`config.mk`:
```
export PLATFORM = sky130hd
export DESIGN_NAME = mmu_attr_abort
export DESIGN_NICKNAME = d
export VERILOG_FILES = /design/src/pkg/mmu_attr_pkg.sv /design/src/pkg/attr_map_if.sv /design/src/hw/attr_map.sv /design/src/hw/mmu_attr_abort.sv
export VERILOG_INCLUDE_DIRS = /design/src /design/src/pkg
export SDC_FILE = /design/constraint.sdc
export NUM_CORES = 1
export LEC_CHECK = 0
export BUFFER_PORTS_ARGS = -buffer_cell sky130_fd_sc_hd__buf_2
export CORE_ASPECT_RATIO = 0.5
export CORE_MARGIN = 4
export CORE_UTILIZATION = 45
export DETAILED_ROUTE_END_ITERATION = 16
export PLACE_DENSITY = 0.76
export SKIP_LAST_GASP = 1
export SYNTH_ARGS = -nofsm -noshare
export SYNTH_HDL_FRONTEND = slang
export SYNTH_HIERARCHICAL = 1
export SYNTH_SLANG_ARGS = --single-unit
```
`constraint.sdc`:
```
create_clock -name pclk -period 1.5 [get_ports pclk]
set_input_delay 0 -clock pclk [delete_from_list [all_inputs] [get_ports pclk]]
set_output_delay 0 -clock pclk [all_outputs]
set_load 0.01 [all_outputs]
```
`src/pkg/mmu_attr_consts.svh`:
```
`ifndef MMU_ATTR_CONSTS_SVH
`define MMU_ATTR_CONSTS_SVH
`define HW_ATTR_BITS 4
`define FSC_HW_UPD_REFUSED 6'h31
`define OFF_CTRL 12'h000
`define OFF_WALK 12'h004
`define OFF_FADDR 12'h008
`define OFF_STATUS 12'h00c
`define CTRL_RESET 32'h0000_0000
`define WALK_RESET 32'h0000_0000
`define CTRL_S1_AF 0
`define CTRL_S1_DIRTY 1
`define CTRL_S2_AF 2
`define CTRL_S2_DIRTY 3
`define CTRL_HW_ATTR_EN 4
`define CTRL_S1_MASK_LSB 8
`define CTRL_S2_MASK_LSB 12
`define WALK_S2_LSB 4
`define ST_SYNC 0
`define ST_ASYNC 1
`define ST_FSC_LSB 8
`endif

```
`src/pkg/mmu_attr_pkg.sv`:
```
package mmu_attr_pkg;
  // Cacheability of one level of Normal memory.
  typedef enum logic [1:0] {C_NC, C_WT, C_WB_NA, C_WB_AL} cache_t;
  // Shareability domains.
  typedef enum logic [1:0] {SH_NON, SH_OUTER, SH_INNER} share_t;
  // The four Device memory types.
  typedef enum logic [1:0] {D_NGNRNE, D_NGNRE, D_NGRE, D_GRE} dev_t;
  // Source of a translation completion.
  typedef enum logic [1:0] {SRC_L1I, SRC_L1D, SRC_L2, SRC_WALK} tc_src_t;
  // Operation behind a memory system response.
  typedef enum logic [3:0] {
    OP_WALK, OP_LOAD, OP_LOAD_ACQ, OP_ATOM_LD, OP_ATOM_CAS, OP_ATOM_SWP,
    OP_STORE, OP_ATOM_ST, OP_CMO, OP_TLB_INV, OP_IC
  } mem_op_t;
  // Interconnect response codes.
  typedef enum logic [1:0] {R_OK, R_EXOK, R_DERR, R_NDERR} chi_resp_t;
endpackage

```
`src/pkg/attr_map_if.sv`:
```
`timescale 1ns/100ps
interface attr_map_if
  import mmu_attr_pkg::*;
#(parameter int PW = 4);
  logic is_device, walk, stage2, hw_attr_en;
  cache_t inner, outer;
  share_t share_in, share_out;
  logic [PW-1:0] hw_attr_s1, hw_attr_s2, s1_mask, s2_mask, walk_s1, walk_s2, hw_attr;
  logic cacheable, outer_alloc;
  modport mapper(input is_device, walk, stage2, hw_attr_en, inner, outer,
    share_in, hw_attr_s1, hw_attr_s2, s1_mask, s2_mask, walk_s1, walk_s2,
    output share_out, hw_attr, cacheable, outer_alloc);
  modport user(output is_device, walk, stage2, hw_attr_en, inner, outer,
    share_in, hw_attr_s1, hw_attr_s2, s1_mask, s2_mask, walk_s1, walk_s2,
    input share_out, hw_attr, cacheable, outer_alloc);
endinterface

```
`src/hw/attr_map.sv`:
```
`timescale 1ns/100ps
module attr_map
  import mmu_attr_pkg::*;
#(
  parameter int PW = 4
) (
  // Attribute request and result.
  attr_map_if.mapper a
);
  // Only up to four attribute bits exist in the descriptors.
  if (PW < 1 || PW > 4) begin : g_bad_pw
    $error("attr_map: PW must be 1 to 4");
  end

  // Memory type and shareability mapping.
  always_comb begin
    a.cacheable = 1'b0;
    a.outer_alloc = 1'b0;
    a.share_out = SH_OUTER;
    if (a.is_device) begin
      // Device type passes through untouched by the caller.
      a.share_out = SH_OUTER;
    end else if (a.inner == C_NC || a.inner == C_WT ||
                 a.outer == C_NC || a.outer == C_WT) begin
      // Weak combinations collapse to non-cacheable.
      a.share_out = SH_OUTER;
    end else begin
      // Cached; outer allocation only when the outer level is write-back allocate.
      a.cacheable = 1'b1;
      a.outer_alloc = (a.outer == C_WB_AL);
      // Inner domain is widened because no inner-only domain exists.
      a.share_out = (a.share_in == SH_NON) ? SH_NON : SH_OUTER;
    end
  end

  // Each attribute bit is chosen on its own.
  for (genvar i = 0; i < PW; i++) begin : g_bit
    always_comb begin
      if (!a.hw_attr_en) begin
        a.hw_attr[i] = 1'b0;
      end else if (a.walk) begin
        // Walk accesses take the walk controls of their stage.
        a.hw_attr[i] = a.stage2 ? a.walk_s2[i] : a.walk_s1[i];
      end else if (a.stage2 && a.s2_mask[i]) begin
        a.hw_attr[i] = a.hw_attr_s2[i];
      end else if (a.s1_mask[i]) begin
        a.hw_attr[i] = a.hw_attr_s1[i];
      end else begin
        a.hw_attr[i] = 1'b0;
      end
    end
  end
endmodule

```
`src/hw/mmu_attr_abort.sv`:
```
// The implementer's own choices: the APB register port and the register addresses.
`timescale 1ns/100ps
`include "mmu_attr_consts.svh"
module mmu_attr_abort
  import mmu_attr_pkg::*;
#(
  parameter int AW = 32, // Width of physical and fault addresses.
  parameter int PW = `HW_ATTR_BITS
) (
  // Clock and reset.
  input wire logic pclk,
  input wire logic presetn,
  // APB slave.
  input wire logic psel,
  input wire logic penable,
  input wire logic pwrite,
  input wire logic [11:0] paddr,
  input wire logic [31:0] pwdata,
  output logic [31:0] prdata,
  output logic pready,
  output logic pslverr,
  // Translation completion from lookup or walk.
  input wire logic tc_valid,
  input wire tc_src_t tc_src,
  input wire logic tc_fetch,
  input wire logic [AW-1:0] tc_pa,
  input wire logic [3:0] tc_perm,
  input wire logic tc_ns,
  input wire logic tc_fault,
  input wire logic [5:0] tc_fsc,
  input wire logic tc_stage2,
  // Hardware table update wanted by this completion.
  input wire logic tc_upd_af,
  input wire logic tc_upd_dirty,
  input wire logic tc_dirty_bit_modifier,
  input wire logic tc_tbl_normal,
  input wire cache_t tc_tbl_inner,
  input wire cache_t tc_tbl_outer,
  // Attributes of the access.
  input wire logic ma_device,
  input wire dev_t ma_dev_type,
  input wire cache_t ma_inner,
  input wire cache_t ma_outer,
  input wire share_t ma_share,
  input wire logic ma_walk,
  input wire logic [PW-1:0] ma_hw_attr_s1,
  input wire logic [PW-1:0] ma_hw_attr_s2,
  // Translation response.
  output logic tr_valid,
  output tc_src_t tr_src,
  output logic [AW-1:0] tr_pa,
  output logic [3:0] tr_perm,
  output logic tr_ns,
  output logic tr_abort,
  output logic tr_instr,
  output logic [5:0] data_fault_status_code,
  output logic [5:0] instr_fault_status_code,
  output logic tr_hw_update,
  // Transaction attributes.
  output logic bus_device,
  output dev_t bus_dev_type,
  output logic bus_cacheable,
  output logic bus_outer_alloc,
  output share_t bus_share,
  output logic [PW-1:0] bus_hw_attr,
  // Memory system response.
  input wire logic mr_valid,
  input wire mem_op_t mr_op,
  input wire logic mr_normal,
  input wire logic mr_excl,
  input wire chi_resp_t mr_resp,
  input wire logic mr_ecc_err,
  input wire logic [AW-1:0] mr_addr,
  // Abort reporting.
  output logic sync_abort,
  output logic async_abort,
  output logic [AW-1:0] fault_address_capture
);
  // The fault address is read back through one 32-bit register.
  if (AW < 1 || AW > 32) begin : g_bad_aw
    $error("mmu_attr_abort: AW must be 1 to 32");
  end

  logic [31:0] ctrl_reg; // Update enables and attribute masks.
  logic [31:0] walk_reg; // Walk attribute controls, stage 1 low.
  logic sync_seen_reg; // Sticky synchronous abort flag.
  logic async_seen_reg; // Sticky asynchronous abort flag.
  logic [5:0] last_fsc_reg; // Last non-zero abort status code.

  // Decodes an APB offset into a register hit.
  function automatic logic is_mapped(input logic [11:0] a);
    return a == `OFF_CTRL || a == `OFF_WALK || a == `OFF_FADDR ||
           a == `OFF_STATUS;
  endfunction

  // Tells whether a cacheability level is write-back.
  function automatic logic is_wb(input cache_t c);
    return c == C_WB_NA || c == C_WB_AL;
  endfunction

  // APB handshake: one wait state keeps pready and prdata from flops.
  logic apb_done;
  assign apb_done = psel && penable && pready;

  // Answer phase: pready rises one cycle into the access phase.
  always_ff @(posedge pclk or negedge presetn) begin
    if (!presetn) begin
      pready <= 1'b0;
      pslverr <= 1'b0;
      prdata <= 32'h0000_0000;
    end else if (psel && penable && !pready) begin
      pready <= 1'b1;
      pslverr <= !is_mapped(paddr);
      prdata <= 32'h0000_0000;
      if (!pwrite) begin
        case (paddr)
          `OFF_CTRL: prdata <= ctrl_reg;
          `OFF_WALK: prdata <= walk_reg;
          `OFF_FADDR: prdata <= 32'(fault_address_capture);
          `OFF_STATUS: begin
            prdata[`ST_SYNC] <= sync_seen_reg;
            prdata[`ST_ASYNC] <= async_seen_reg;
            prdata[`ST_FSC_LSB +: 6] <= last_fsc_reg;
          end
          default: prdata <= 32'h0000_0000;
        endcase
      end
    end else begin
      // The answer stands for exactly one cycle.
      pready <= 1'b0;
      pslverr <= 1'b0;
    end
  end

  // Software-written control registers.
  always_ff @(posedge pclk or negedge presetn) begin
    if (!presetn) begin
      ctrl_reg <= `CTRL_RESET;
      walk_reg <= `WALK_RESET;
    end else if (apb_done && pwrite) begin
      if (paddr == `OFF_CTRL) begin
        ctrl_reg <= pwdata;
      end
      if (paddr == `OFF_WALK) begin
        walk_reg <= pwdata;
      end
    end
  end

  // Hardware update qualification.
  logic af_en, dirty_en, upd_want, tbl_wb, upd_refused, upd_go;
  always_comb begin
    // Both stages must allow the update when stage 2 is active.
    af_en = ctrl_reg[`CTRL_S1_AF] && (!tc_stage2 || ctrl_reg[`CTRL_S2_AF]);
    dirty_en = ctrl_reg[`CTRL_S1_DIRTY] &&
               (!tc_stage2 || ctrl_reg[`CTRL_S2_DIRTY]);
    // Dirty state is only hardware-managed with the modifier set.
    upd_want = (tc_upd_af && af_en) ||
               (tc_upd_dirty && dirty_en && tc_dirty_bit_modifier);
    // Atomic table writes need write-back table memory.
    tbl_wb = tc_tbl_normal && is_wb(tc_tbl_inner) && is_wb(tc_tbl_outer);
    upd_refused = upd_want && !tbl_wb;
    upd_go = upd_want && tbl_wb && !tc_fault;
  end

  // Translation response, one per completion whatever its source.
  always_ff @(posedge pclk or negedge presetn) begin
    if (!presetn) begin
      tr_valid <= 1'b0;
      tr_src <= SRC_L1I;
      tr_pa <= '0;
      tr_perm <= 4'h0;
      tr_ns <= 1'b0;
      tr_abort <= 1'b0;
      tr_instr <= 1'b0;
      tr_hw_update <= 1'b0;
    end else begin
      tr_valid <= tc_valid;
      tr_hw_update <= tc_valid && upd_go;
      if (tc_valid) begin
        // Address, permissions and security state travel together.
        tr_src <= tc_src;
        tr_pa <= tc_pa;
        tr_perm <= tc_perm;
        tr_ns <= tc_ns;
        // Oversized blocks and overlapping entries add no fault.
        tr_abort <= tc_fault || upd_refused;
        tr_instr <= tc_fetch;
      end
    end
  end

  // Fault status codes, split by requester kind.
  always_ff @(posedge pclk or negedge presetn) begin
    if (!presetn) begin
      data_fault_status_code <= 6'h00;
      instr_fault_status_code <= 6'h00;
    end else if (tc_valid) begin
      data_fault_status_code <= 6'h00;
      instr_fault_status_code <= 6'h00;
      // A walker fault outranks the refused update.
      if (tc_fault) begin
        if (tc_fetch) begin
          instr_fault_status_code <= tc_fsc;
        end else begin
          data_fault_status_code <= tc_fsc;
        end
      end else if (upd_refused) begin
        if (tc_fetch) begin
          instr_fault_status_code <= `FSC_HW_UPD_REFUSED;
        end else begin
          data_fault_status_code <= `FSC_HW_UPD_REFUSED;
        end
      end
    end
  end

  // Attribute mapping runs in the shared mapper.
  attr_map_if #(.PW(PW)) am ();
  assign am.is_device = ma_device;
  assign am.inner = ma_inner;
  assign am.outer = ma_outer;
  assign am.share_in = ma_share;
  assign am.walk = ma_walk;
  assign am.stage2 = tc_stage2;
  assign am.hw_attr_en = ctrl_reg[`CTRL_HW_ATTR_EN];
  assign am.hw_attr_s1 = ma_hw_attr_s1;
  assign am.hw_attr_s2 = ma_hw_attr_s2;
  assign am.s1_mask = ctrl_reg[`CTRL_S1_MASK_LSB +: PW];
  assign am.s2_mask = ctrl_reg[`CTRL_S2_MASK_LSB +: PW];
  assign am.walk_s1 = walk_reg[0 +: PW];
  assign am.walk_s2 = walk_reg[`WALK_S2_LSB +: PW];

  attr_map #(.PW(PW)) u_map (
    .a(am.mapper)
  );

  // Bus attributes are captured with each completion.
  always_ff @(posedge pclk or negedge presetn) begin
    if (!presetn) begin
      bus_device <= 1'b0;
      bus_dev_type <= D_NGNRNE;
      bus_cacheable <= 1'b0;
      bus_outer_alloc <= 1'b0;
      bus_share <= SH_NON;
      bus_hw_attr <= '0;
    end else if (tc_valid) begin
      bus_device <= ma_device;
      bus_dev_type <= ma_dev_type;
      bus_cacheable <= am.cacheable;
      bus_outer_alloc <= am.outer_alloc;
      bus_share <= am.share_out;
      // Aliases with differing bits may send either value.
      bus_hw_attr <= am.hw_attr;
    end
  end

  // External abort classification.
  logic ext_err, excl_ld, excl_st, want_sync, want_async;
  always_comb begin
    // Bus errors and uncorrected ECC errors both count.
    ext_err = mr_resp == R_DERR || mr_resp == R_NDERR || mr_ecc_err;
    excl_ld = mr_excl && mr_op == OP_LOAD;
    excl_st = mr_excl && mr_op == OP_STORE;
    want_sync = 1'b0;
    want_async = 1'b0;
    if (excl_ld) begin
      // Any answer short of exclusive success aborts.
      want_sync = mr_normal && (mr_resp != R_EXOK || mr_ecc_err);
      want_async = !mr_normal && (mr_resp != R_EXOK || mr_ecc_err);
    end else if (excl_st) begin
      // Plain and exclusive success are both accepted.
      want_async = ext_err;
    end else if (ext_err) begin
      case (mr_op)
        OP_WALK, OP_LOAD_ACQ, OP_ATOM_LD, OP_ATOM_CAS, OP_ATOM_SWP:
          want_sync = 1'b1;
        OP_LOAD: begin
          want_sync = mr_normal;
          want_async = !mr_normal;
        end
        default: want_async = 1'b1;
      endcase
    end
  end

  // Abort pulses and fault address capture.
  always_ff @(posedge pclk or negedge presetn) begin
    if (!presetn) begin
      sync_abort <= 1'b0;
      async_abort <= 1'b0;
      fault_address_capture <= '0;
    end else begin
      sync_abort <= mr_valid && want_sync;
      async_abort <= mr_valid && want_async;
      if (mr_valid && want_sync) begin
        fault_address_capture <= mr_addr;
      end
    end
  end

  // Sticky status; a new event wins over a same-cycle clear.
  logic st_wr;
  assign st_wr = apb_done && pwrite && paddr == `OFF_STATUS;
  always_ff @(posedge pclk or negedge presetn) begin
    if (!presetn) begin
      sync_seen_reg <= 1'b0;
      async_seen_reg <= 1'b0;
      last_fsc_reg <= 6'h00;
    end else begin
      if (mr_valid && want_sync) begin
        sync_seen_reg <= 1'b1;
      end else if (st_wr && pwdata[`ST_SYNC]) begin
        sync_seen_reg <= 1'b0;
      end
      if (mr_valid && want_async) begin
        async_seen_reg <= 1'b1;
      end else if (st_wr && pwdata[`ST_ASYNC]) begin
        async_seen_reg <= 1'b0;
      end
      if (tc_valid && tc_fault) begin
        last_fsc_reg <= tc_fsc;
      end else if (tc_valid && upd_refused) begin
        last_fsc_reg <= `FSC_HW_UPD_REFUSED;
      end
    end
  end
endmodule

```
==> run_results.csv, run 1 <==
group,metric,value,unit
critical_path,worst_path_max_delay_cell,"dfrtp_1",
logic_synthesis,synthMuxAreaShare,0.2411,
logic_synthesis,synth-async-reset-ratio,1.000,
timing,period_needed,1.830,ns
timing,rsz0062_at_grt,"yes",
timing,skew,0.01020,ns
run_status,violations,"setup timing",
placed_design,dp.cells,1189,
timing,layout_worst_path_cycle_share,1.220,
route,vias,7254,
floorplan,core_area,18700,µm²
logic_synthesis,synthSimpleGateAreaFrac,0.04716,
critical_path,crit_path_max_fanout,17,
timing,slew_violations,0,
logic_synthesis,synth-seq-cells,206,
power_and_ir_drop,leakage,6.560,nW
timing,holdWs,0.01931,ns
logic_synthesis,syn_nets,808,
finish,final.fill_count,1278,
logic_synthesis,synth_top_area_frac,0.5906,
power_and_ir_drop,combPwrFrac,0.152,
cts,clk_pin_slew,0.07,ns
run,cap_violations,0,
finish,final_common_cell,"buf_2",
floorplan,design.portCount,300,
grt,grt_pass1_wl,42770,µm
logic_synthesis,netlist_instances,642,
critical_path,path_class,"flop to flop",
grt,track_usage,0.2482,
floorplan,dieArea,21820,µm²
route,drt_iter0_markers,367,
timing,report.final.setup_viol,96,
logic_synthesis,synth_cell_types,43,
logic_synthesis,yosysWarnings,6,
critical_path,critPathArrivalTime,2.20,ns
run_status,outcome,"complete, but fails checks",
power_and_ir_drop,p_clk_frac,0.398,
grt,grt_overflow,0,
logic_synthesis,postSynthAreaPerCell,13.60,µm²
cts,cts_tree,"yes",
power_and_ir_drop,pwr_density_cell,1062,nW/µm²
timing,hold_viol,0,
power_and_ir_drop,pwr-share-seq,0.451,
critical_path,critPathBufInv,1,
power_and_ir_drop,internal-power,10.33,mW
cts,clock_sinks,206,
route,drt-wirelength-per-cell,20.21,µm
logic_synthesis,synth-xor-area-share,0,
finish,finalNetCount,1264,
placed_design,post-dp-hpwl,17350,µm
grt,antenna_found_initial,2,
finish,fin_area,13000,µm²
logic_synthesis,synth.top_cells.by_area,"dfrtp_1, mux2_2, a22o_1",
placed_design,gp_congestion,0.8017,
critical_path,end_kind,"flop",
finish,syn2layout_area_growth,48.88,%
logic_synthesis,ys_seq_area_frac,0.5906,
logic_synthesis,synth-edff-count,0,
power_and_ir_drop,power,13.80,mW
critical_path,crit_chain,"nand4_1, nor4_4, and4b_2, buf_12, mux2_2",
logic_synthesis,synthFlopType,"dfrtp_1",
placed_design,port_buffers,296,
route,vias_per_cell,5.283,
logic_synthesis,synth_compound_area_frac,0.08658,
route,ant_nets,0,
floorplan,start_util,0.4668,
grt,grt_max_degree,70,
timing,slew_headroom,0.1639,
cts,htreeDepth,1,
cts,root_buffer,"clkbuf_16",
route,wl,27740,µm
route,dr.pass1.iters,4,
logic_synthesis,synth_top_area_cell,"dfrtp_1",
min_path,min_path_type,"input pin to flop",
route,drc,0,
logic_synthesis,synthAdderAreaFrac,0,
critical_path,startpoint_type,"flop",
logic_synthesis,synth_area,8728,µm²
timing,worst_slew_pin_slew,1.249,ns
power_and_ir_drop,ir_drop,0.6184,mV
floorplan,die_y,106.5,µm
floorplan,rows,35,
cts,cts_buffer_depth,3,
logic_synthesis,synth_top_family_by_area,"multiplexers",
critical_path,path_delay_family,"simple AND/OR/NAND/NOR gates",
placed_design,place_area,10730,µm²
critical_path,cp.required,1.87,ns
power_and_ir_drop,power_switching,3.469,mW
finish,finalNonFillerCells,1373,
timing,max_clock_freq,546.5,MHz
grt,grt_pass1_vias,8022,
floorplan,die_w,205.0,µm
cts,clk_latency,0.49,ns
power_and_ir_drop,switching_share,0.2513,
finish,final_cell_mix,"buf_2, dfrtp_1, mux2_2",
cts,numCtsBuffers,20,
finish,fin_util,0.6949,
timing,layout_setup_ws,-0.3298,ns
finish,drive_gt1_frac,0.4829,
critical_path,cpPeakStageDelay,0.37,ns
==> cell usage after synthesis (5+ instances only) <==
| cell type | number |
|---|---|
| a22o_1 | 32 |
| mux4_2 | 8 |
| a21oi_1 | 10 |
| buf_1 | 6 |
| buf_2 | 9 |
| mux2i_1 | 28 |
| nand2_1 | 48 |
| mux2_2 | 144 |
| o221ai_1 | 6 |
| nor2_1 | 7 |
| clkbuf_1 | 16 |
| o22ai_1 | 10 |
| o21ai_0 | 29 |
| dfrtp_1 | 206 |
| inv_1 | 24 |
| nand3_1 | 6 |
| nor2b_1 | 5 |
==> stage by stage <==
step | setup TNS (ns) | worst slack [ns]
2_1_floorplan | -6.096 | -0.1368
3_3_place_gp | -5.965 | -0.1004
3_5_place_dp | -13.25 | -0.2113
4_1_cts | -8.448 | -0.2138
5_1_grt | -27.51 | -0.3531
6_report | -23.83 | -0.3298
==> layout make-up <==
| class | instances | area, µm² | share of cell area |
|---|---|---|---|
| Tap cell | 259 | 324.1 | 0.02494 |
| Inverter | 24 | 90.09 | 0.006932 |
| Antenna cell | 2 | 5.005 | 0.0003851 |
| Sequential cell | 206 | 5155 | 0.3967 |
| Clock inverter | 12 | 166.4 | 0.01281 |
| Clock buffer | 24 | 546.8 | 0.04208 |
| Multi-Input combinational cell | 372 | 3336 | 0.2567 |
| Timing Repair Buffer | 474 | 3372 | 0.2595 |
==> layer usage <==
metal  up-vias  global-route usage  part of all wire
li1       3240                   -                 -
met1      3666              0.3025              0.39
met2       272              0.4402              0.52
met3        76             0.04389             0.056
met4         0              0.1003             0.037
met5         -                   0                 0
==> power groups by stage <==
stage	Sequential, mW	Clock (mW)	Combinational (mW)
2_1_floorplan	6.41	0	0.668
3_3_place_gp	6.28	0	1.71
3_5_place_dp	6.30	0	1.77
4_1_cts	6.20	5.57	2.05
5_1_grt	6.26	5.81	2.25
6_report	6.22	5.49	2.09
==> path summary, 6_finish.rpt <==
kind	depth (start not counted)	endpoint	from	slack, ns
min in group asynchronous	3	fault_address_capture[4]$_DFFE_PN0P_	presetn	0.10
worst min-delay path	3	bus_hw_attr[2]$_DFFE_PN0P_	ma_walk	0.02
worst max register to register	5	ctrl_reg[25]$_DFFE_PN0P_	pready$_DFF_PN0_	-0.33
worst max-delay path	5	ctrl_reg[25]$_DFFE_PN0P_	pready$_DFF_PN0_	-0.33
max in group asynchronous	3	data_fault_status_code[2]$_DFFE_PN0P_	presetn	0.42
worst min register to register	1	walk_reg[11]$_DFFE_PN0P_	walk_reg[11]$_DFFE_PN0P_	0.50
==> logic make-up after synthesis <==
group	Yosys count
flip-flops	206
other	1
AO/OA/AOI/OAI	103
buffers and inverters	64
AND/OR/NAND/NOR	86
multiplexers	182
==> timing repair <==
item / CTS / global route
pin swaps: 3 / 5
endpoints found under the setup margin: 77 / 92
buffers inserted: 5 / 5
gates resized for setup: 13 / 19
hold buffers: 135 / 0
gates cloned: 4 / 0
endpoints found under the hold margin: 373 / 0
==> tightest hold or removal path: cells and delay by family <==
family,cells,cell delay (ns)
buf+inv,1,0.15
mux,1,0.13
compound gates,1,0.18
(Power assumes the default switching activity.)
==> run 2: changes to the inputs <==
--- a/config.mk
+++ b/config.mk
@@ -10,7 +10,7 @@
 export CORE_ASPECT_RATIO = 0.5
 export CORE_MARGIN = 4
-export CORE_UTILIZATION = 45
+export CORE_UTILIZATION = 50
 export DETAILED_ROUTE_END_ITERATION = 16
-export PLACE_DENSITY = 0.76
+export PLACE_DENSITY = 0.8
 export SKIP_LAST_GASP = 1
 export SYNTH_ARGS = -nofsm -noshare
==> constraint.sdc (replaced) <==
create_clock -name pclk -period 2 [get_ports pclk]
set_input_delay 0.3 -clock pclk [delete_from_list [all_inputs] [get_ports pclk]]
set_output_delay 0.3 -clock pclk [all_outputs]
set_load 0.01 [all_outputs]
==> run_results.csv, run 2 (synthesized netlist as in run 1, its figures left out) <==
group,metric,value,unit
run_status,outcome,"finished, final reports clean",
grt,antenna_found_initial,2,
grt,track_usage,0.2282,
grt,grt_max_degree,74,
min_path,hold_end,"fault_address_capture[16]$_DFFE_PN0P_",
critical_path,startpoint_type,"flop",
timing,max_clock_freq,547.3,MHz
finish,finalNonFillerCells,1184,
route,ant_nets,0,
finish,fin_util,0.6690,
route,drt-wirelength-per-cell,19.19,µm
critical_path,cp.required,2.36,ns
critical_path,path_class,"flop to flop",
timing,worst_slew_pin_slew,1.182,ns
power_and_ir_drop,leakage,5.771,nW
cts,htreeDepth,1,
critical_path,crit_path_max_fanout,11,
critical_path,critPathArrivalTime,2.19,ns
cts,cts_hold_buf,1,
power_and_ir_drop,ir_drop,0.5078,mV
finish,finalNetCount,1112,
critical_path,r2r-end,"ctrl_reg[28]$_DFFE_PN0P_",
timing,slew_violations,0,
finish,final_cell_mix,"buf_2, dfrtp_1, mux2_2",
power_and_ir_drop,pwr_density_cell,831.7,nW/µm²
timing,report.final.setup_viol,0,
floorplan,start_util,0.5220,
critical_path,reg2regPathDepth,5,
critical_path,critPathBufInv,1,
grt,grt.busiest_layer,"met2",
grt,grt_use_met3,0.04719,
placed_design,dp.cells,1151,
route,vias_per_cell,5.383,
timing,period_needed,1.827,ns
critical_path,path_delay_family,"simple AND/OR/NAND/NOR gates",
grt,grt_overflow,0,
cts,cts_resized,0,
finish,drive_gt1_frac,0.5303,
min_path,min_path_type,"input pin to flop",
critical_path,crit_chain,"nand4_1, nor4_1, and4b_2, buf_4, mux2_2",
timing,layout_setup_ws,0.1727,ns
cts,clock_sinks,206,
cts,cts_buffer_depth,3,
grt,grt_util_met1,0.2722,
floorplan,die_w,194.9,µm
cts,clk_latency,0.48,ns
route,drt_iter0_markers,288,
cts,numCtsBuffers,19,
critical_path,cpPeakStageDelay,0.36,ns
cts,post_cts_buffers,0,
floorplan,dieArea,19760,µm²
floorplan,die_y,101.4,µm
route,wl,22720,µm
placed_design,dp_slack,0.006430,ns
run,cap_violations,0,
critical_path,r2r-start,"pready$_DFF_PN0_",
grt,grt_pass1_vias,6971,
placed_design,gp_congestion,0.8167,
cts,clk_pin_slew,0.06,ns
timing,slew_headroom,0.2085,
critical_path,end_kind,"flop",
min_path,hold_start,"mr_addr[16]",
grt,grtUsageMet2,0.4294,
route,drc,0,
timing,tns,0,ns
timing,layout_worst_path_cycle_share,0.9136,
finish,syn2layout_area_growth,28.17,%
floorplan,core_area,16720,µm²
min_path,hold_path_depth,2,
timing,rsz0062_at_grt,"no",
timing,hold_viol,0,
placed_design,post-dp-hpwl,16580,µm
cts,root_buffer,"clkbuf_16",
floorplan,design.portCount,300,
critical_path,r2r_slack,0.17,ns
cts,cts_tree,"yes",
critical_path,worst_path_max_delay_cell,"dfrtp_1",
floorplan,rows,33,
placed_design,port_buffers,296,
route,dr.pass1.iters,4,
timing,skew,0.009355,ns
grt,grt_pass1_wl,36200,µm
finish,final_common_cell,"buf_2",
route,vias,6374,
run 2: changes by cell type in the layout (fill, tap and decap cells not counted), moves of 2 or more:
cell,before,now
bufinv_16,4,0
clkbuf_1,2,7
buf_6,10,0
clkbuf_16,21,19
clkinv_2,6,1
buf_8,6,0
dlygate4sd3_1,135,1
clkbuf_8,2,5
run 2: worst max path at each step:
stage | start | end | slack (ns) | cells after the start
3_5_place_dp | mr_op[1] | fault_address_capture[17]$_DFFE_PN0P_ | 0.006 | 6
4_1_cts | pready$_DFF_PN0_ | ctrl_reg[28]$_DFFE_PN0P_ | 0.18 | 5
5_1_grt | pready$_DFF_PN0_ | ctrl_reg[18]$_DFFE_PN0P_ | 0.11 | 5
3_3_place_gp | mr_op[1] | fault_address_capture[20]$_DFFE_PN0P_ | 0.05 | 6
2_1_floorplan | mr_op[1] | fault_address_capture[10]$_DFFE_PN0P_ | 0.14 | 5
6_report | pready$_DFF_PN0_ | ctrl_reg[28]$_DFFE_PN0P_ | 0.17 | 5
run 2: metrics by stage:
step	hold WS [ns]	cell area [µm²]	power, mW
6_report	0.05025	11190	9.304
5_1_grt	0.03532	11190	9.730
4_1_cts	0.02893	11180	9.407
3_5_place_dp	0.2401	10610	6.030
3_3_place_gp	0.2374	10610	5.976
2_1_floorplan	0.004409	8728	5.308
run 2: layout make-up:
cell class                      instances  area [µm²]
Fill cell                            1277        5535
Sequential cell                       206        5155
Multi-Input combinational cell        372        3286
Timing Repair Buffer                  323        1808
Clock buffer                           30       556.8
Tap cell                              227       284.0
Inverter                               24       90.09
Clock inverter                          1       5.005
Antenna cell                            1       2.502
run 2: per-layer routing:
layer  part of all wire  vias up
li1                   -     2925
met1               0.39     3218
met2               0.53      187
met3              0.054       42
met4              0.023        2
met5            0.00053        -
run 2: where the power goes:
group	total [mW]	switching, mW	internal (mW)
Combinational	1.29	0.649	0.642
Sequential	4.65	0.202	4.45
Clock	3.36	1.47	1.90
==> run 3: changes to the inputs <==
Settings changed: ABC_AREA set to 1, PLACE_DENSITY 0.8 to 0.79.
==> run_results.csv, run 3 <==
group,metric,value,unit
cts,htreeDepth,1,
logic_synthesis,synth_top_area_cell,"dfrtp_1",
grt,track_usage,0.2440,
timing,tns,0,ns
critical_path,path_class,"flop to flop",
cts,clock_sinks,206,
critical_path,critPathArrivalTime,1.94,ns
timing,period_needed,1.547,ns
route,vias_per_cell,5.286,
finish,final.fill_count,1446,
cts,cts_buffer_depth,3,
cts,root_buffer,"clkbuf_16",
timing,rsz0062_at_grt,"no",
power_and_ir_drop,leakage,6.311,nW
logic_synthesis,postSynthAreaPerCell,9.053,µm²
logic_synthesis,synth_top_area_frac,0.5649,
finish,final_common_cell,"nand2_1",
logic_synthesis,synth_area,9125,µm²
critical_path,end_kind,"flop",
route,wl,25530,µm
run,cap_violations,0,
cts,clk_pin_slew,0.07,ns
critical_path,crit_chain,"nand4_1, inv_1, nand2_4, nand2_1, o21ai_1",
critical_path,startpoint_type,"flop",
finish,finalNetCount,1458,
cts,cts_tree,"yes",
route,drc,0,
grt,grt_max_degree,68,
power_and_ir_drop,ir_drop,0.4339,mV
critical_path,path_delay_family,"simple AND/OR/NAND/NOR gates",
floorplan,die_w,199.1,µm
critical_path,worst_path_max_delay_cell,"nand2_4",
logic_synthesis,synth_cell_types,33,
cts,cts_resized,0,
finish,fin_util,0.6543,
route,drt-wirelength-per-cell,16.57,µm
cts,clk_latency,0.49,ns
timing,layout_worst_path_cycle_share,0.7734,
route,ant_nets,0,
placed_design,gp_congestion,0.8664,
route,vias,8141,
timing,worst_slew_pin_slew,0.6943,ns
logic_synthesis,syn_nets,1174,
finish,final_cell_mix,"nand2_1, buf_2, dfrtp_1",
logic_synthesis,yosysWarnings,6,
run_status,outcome,"finished, final reports clean",
logic_synthesis,synth-seq-cells,206,
logic_synthesis,synth.top_cells.by_area,"dfrtp_1, nand2_1, nand3_1",
critical_path,crit_path_max_fanout,64,
power_and_ir_drop,pwr_density_cell,850.2,nW/µm²
critical_path,cpPeakStageDelay,0.51,ns
logic_synthesis,ys_seq_area_frac,0.5649,
logic_synthesis,synth_most_common_cell,"nand2_1",
logic_synthesis,synthFlopType,"dfrtp_1",
floorplan,die_y,103.5,µm
cts,numCtsBuffers,19,
floorplan,rows,34,
logic_synthesis,synth-edff-count,0,
route,dr.pass1.iters,4,
floorplan,start_util,0.5169,
floorplan,dieArea,20610,µm²
critical_path,cp.required,2.39,ns
grt,grt_pass1_vias,8180,
placed_design,post-dp-hpwl,18160,µm
floorplan,design.portCount,300,
power_and_ir_drop,power,9.820,mW
finish,drive_gt1_frac,0.3234,
timing,slew_headroom,0.5371,
logic_synthesis,netlist_instances,1008,
logic_synthesis,synth-async-reset-ratio,1.000,
timing,skew,0.008624,ns
timing,report.final.setup_viol,0,
grt,antenna_found_initial,2,
critical_path,critPathBufInv,1,
floorplan,core_area,17650,µm²
min_path,min_path_type,"input pin to flop",
placed_design,port_buffers,296,
finish,syn2layout_area_growth,26.59,%
grt,grt_pass1_wl,41410,µm
timing,hold_viol,0,
grt,grt_overflow,0,
timing,max_clock_freq,646.5,MHz
timing,slew_violations,0,
logic_synthesis,netlist_top_cells_count,"nand2_1, dfrtp_1, nand3_1",
route,drt_iter0_markers,483,
[run 3: changes by cell type after synthesis, moves of 8 or more]
cell and delta:
a22o_1 -32, buf_2 +21, inv_1 +46, mux2_2 -94, mux2i_1 -28, mux4_2 -8
nand2_1 +255, nand3_1 +162, nor2_1 +21, o21ai_0 -28, o21ai_1 +72
[run 3: timing repair]
action,4_1_cts,5_1_grt
hold endpoints to repair,62,0
hold buffers,1,0
setup buffers,0,0
[run 3: cell families (layout without fill, tap and decap cells)]
family                 Yosys count  after routing  synth area share
AO/OA/AOI/OAI                  101            101           0.05841
flip-flops                     206            206            0.5649
AND/OR/NAND/NOR                519            519            0.2467
other                            1              2         0.0004110
buffers and inverters          131            428           0.06787
multiplexers                    50             50           0.06170
[run 3: where the power goes]
part / switching (mW) / internal, mW / leakage [nW]
logic: 0.651 / 0.495 / 3.30
clock network: 1.64 / 2.42 / 0.329
registers: 0.188 / 4.43 / 2.68
total: 2.48 / 7.34 / 6.31
[run 3: final cells by class]
cell class	instances	area [µm²]	share of cell area
Timing Repair Buffer	322	1777	0.1538
Clock inverter	13	212.7	0.01841
Tap cell	234	292.8	0.02535
Antenna cell	1	2.502	0.0002166
Sequential cell	206	5155	0.4463
Multi-Input combinational cell	671	3358	0.2907
Clock buffer	21	483.0	0.04181
Inverter	72	270.3	0.02340
[run 3: final timing paths]
| check | start | end | slack (ns) | depth (start not counted) |
|---|---|---|---|---|
| setup / recovery | pready$_DFF_PN0_ | walk_reg[5]$_DFFE_PN0P_ | 0.45 | 5 |
| hold / removal | tc_pa[31] | tr_pa[31]$_DFFE_PN0P_ | 0.04 | 2 |
| setup reg to reg | pready$_DFF_PN0_ | walk_reg[5]$_DFFE_PN0P_ | 0.45 | 5 |
| hold reg to reg | prdata[26]$_DFFE_PN0P_ | prdata[26]$_DFFE_PN0P_ | 0.47 | 2 |
| max in group asynchronous | presetn | walk_reg[26]$_DFFE_PN0P_ | 0.98 | 3 |
| min in group asynchronous | presetn | tr_src[0]$_DFFE_PN0P_ | 0.37 | 2 |
[run 3: metrics by stage]
step,setup slack (ns),hold slack [ns],std cells,area [µm²]
detailed placement,0.09329,0.3031,1504,10840
global route,0.3427,0.02633,1540,11550
finish,0.4531,0.03808,1540,11550
floorplan,0.7003,0.004409,1008,9125
CTS,0.4652,0.02254,1539,11550
global placement,0.1781,0.2932,1504,10840
[run 3: per-layer routing]
layer | track usage | routed length [µm] | vias up
li1 | - | - | 3856
met1 | 0.3184 | 10490 | 3969
met2 | 0.4150 | 12850 | 255
met3 | 0.04736 | 1382 | 59
met4 | 0.07317 | 798 | 2
met5 | 0 | 7 | -
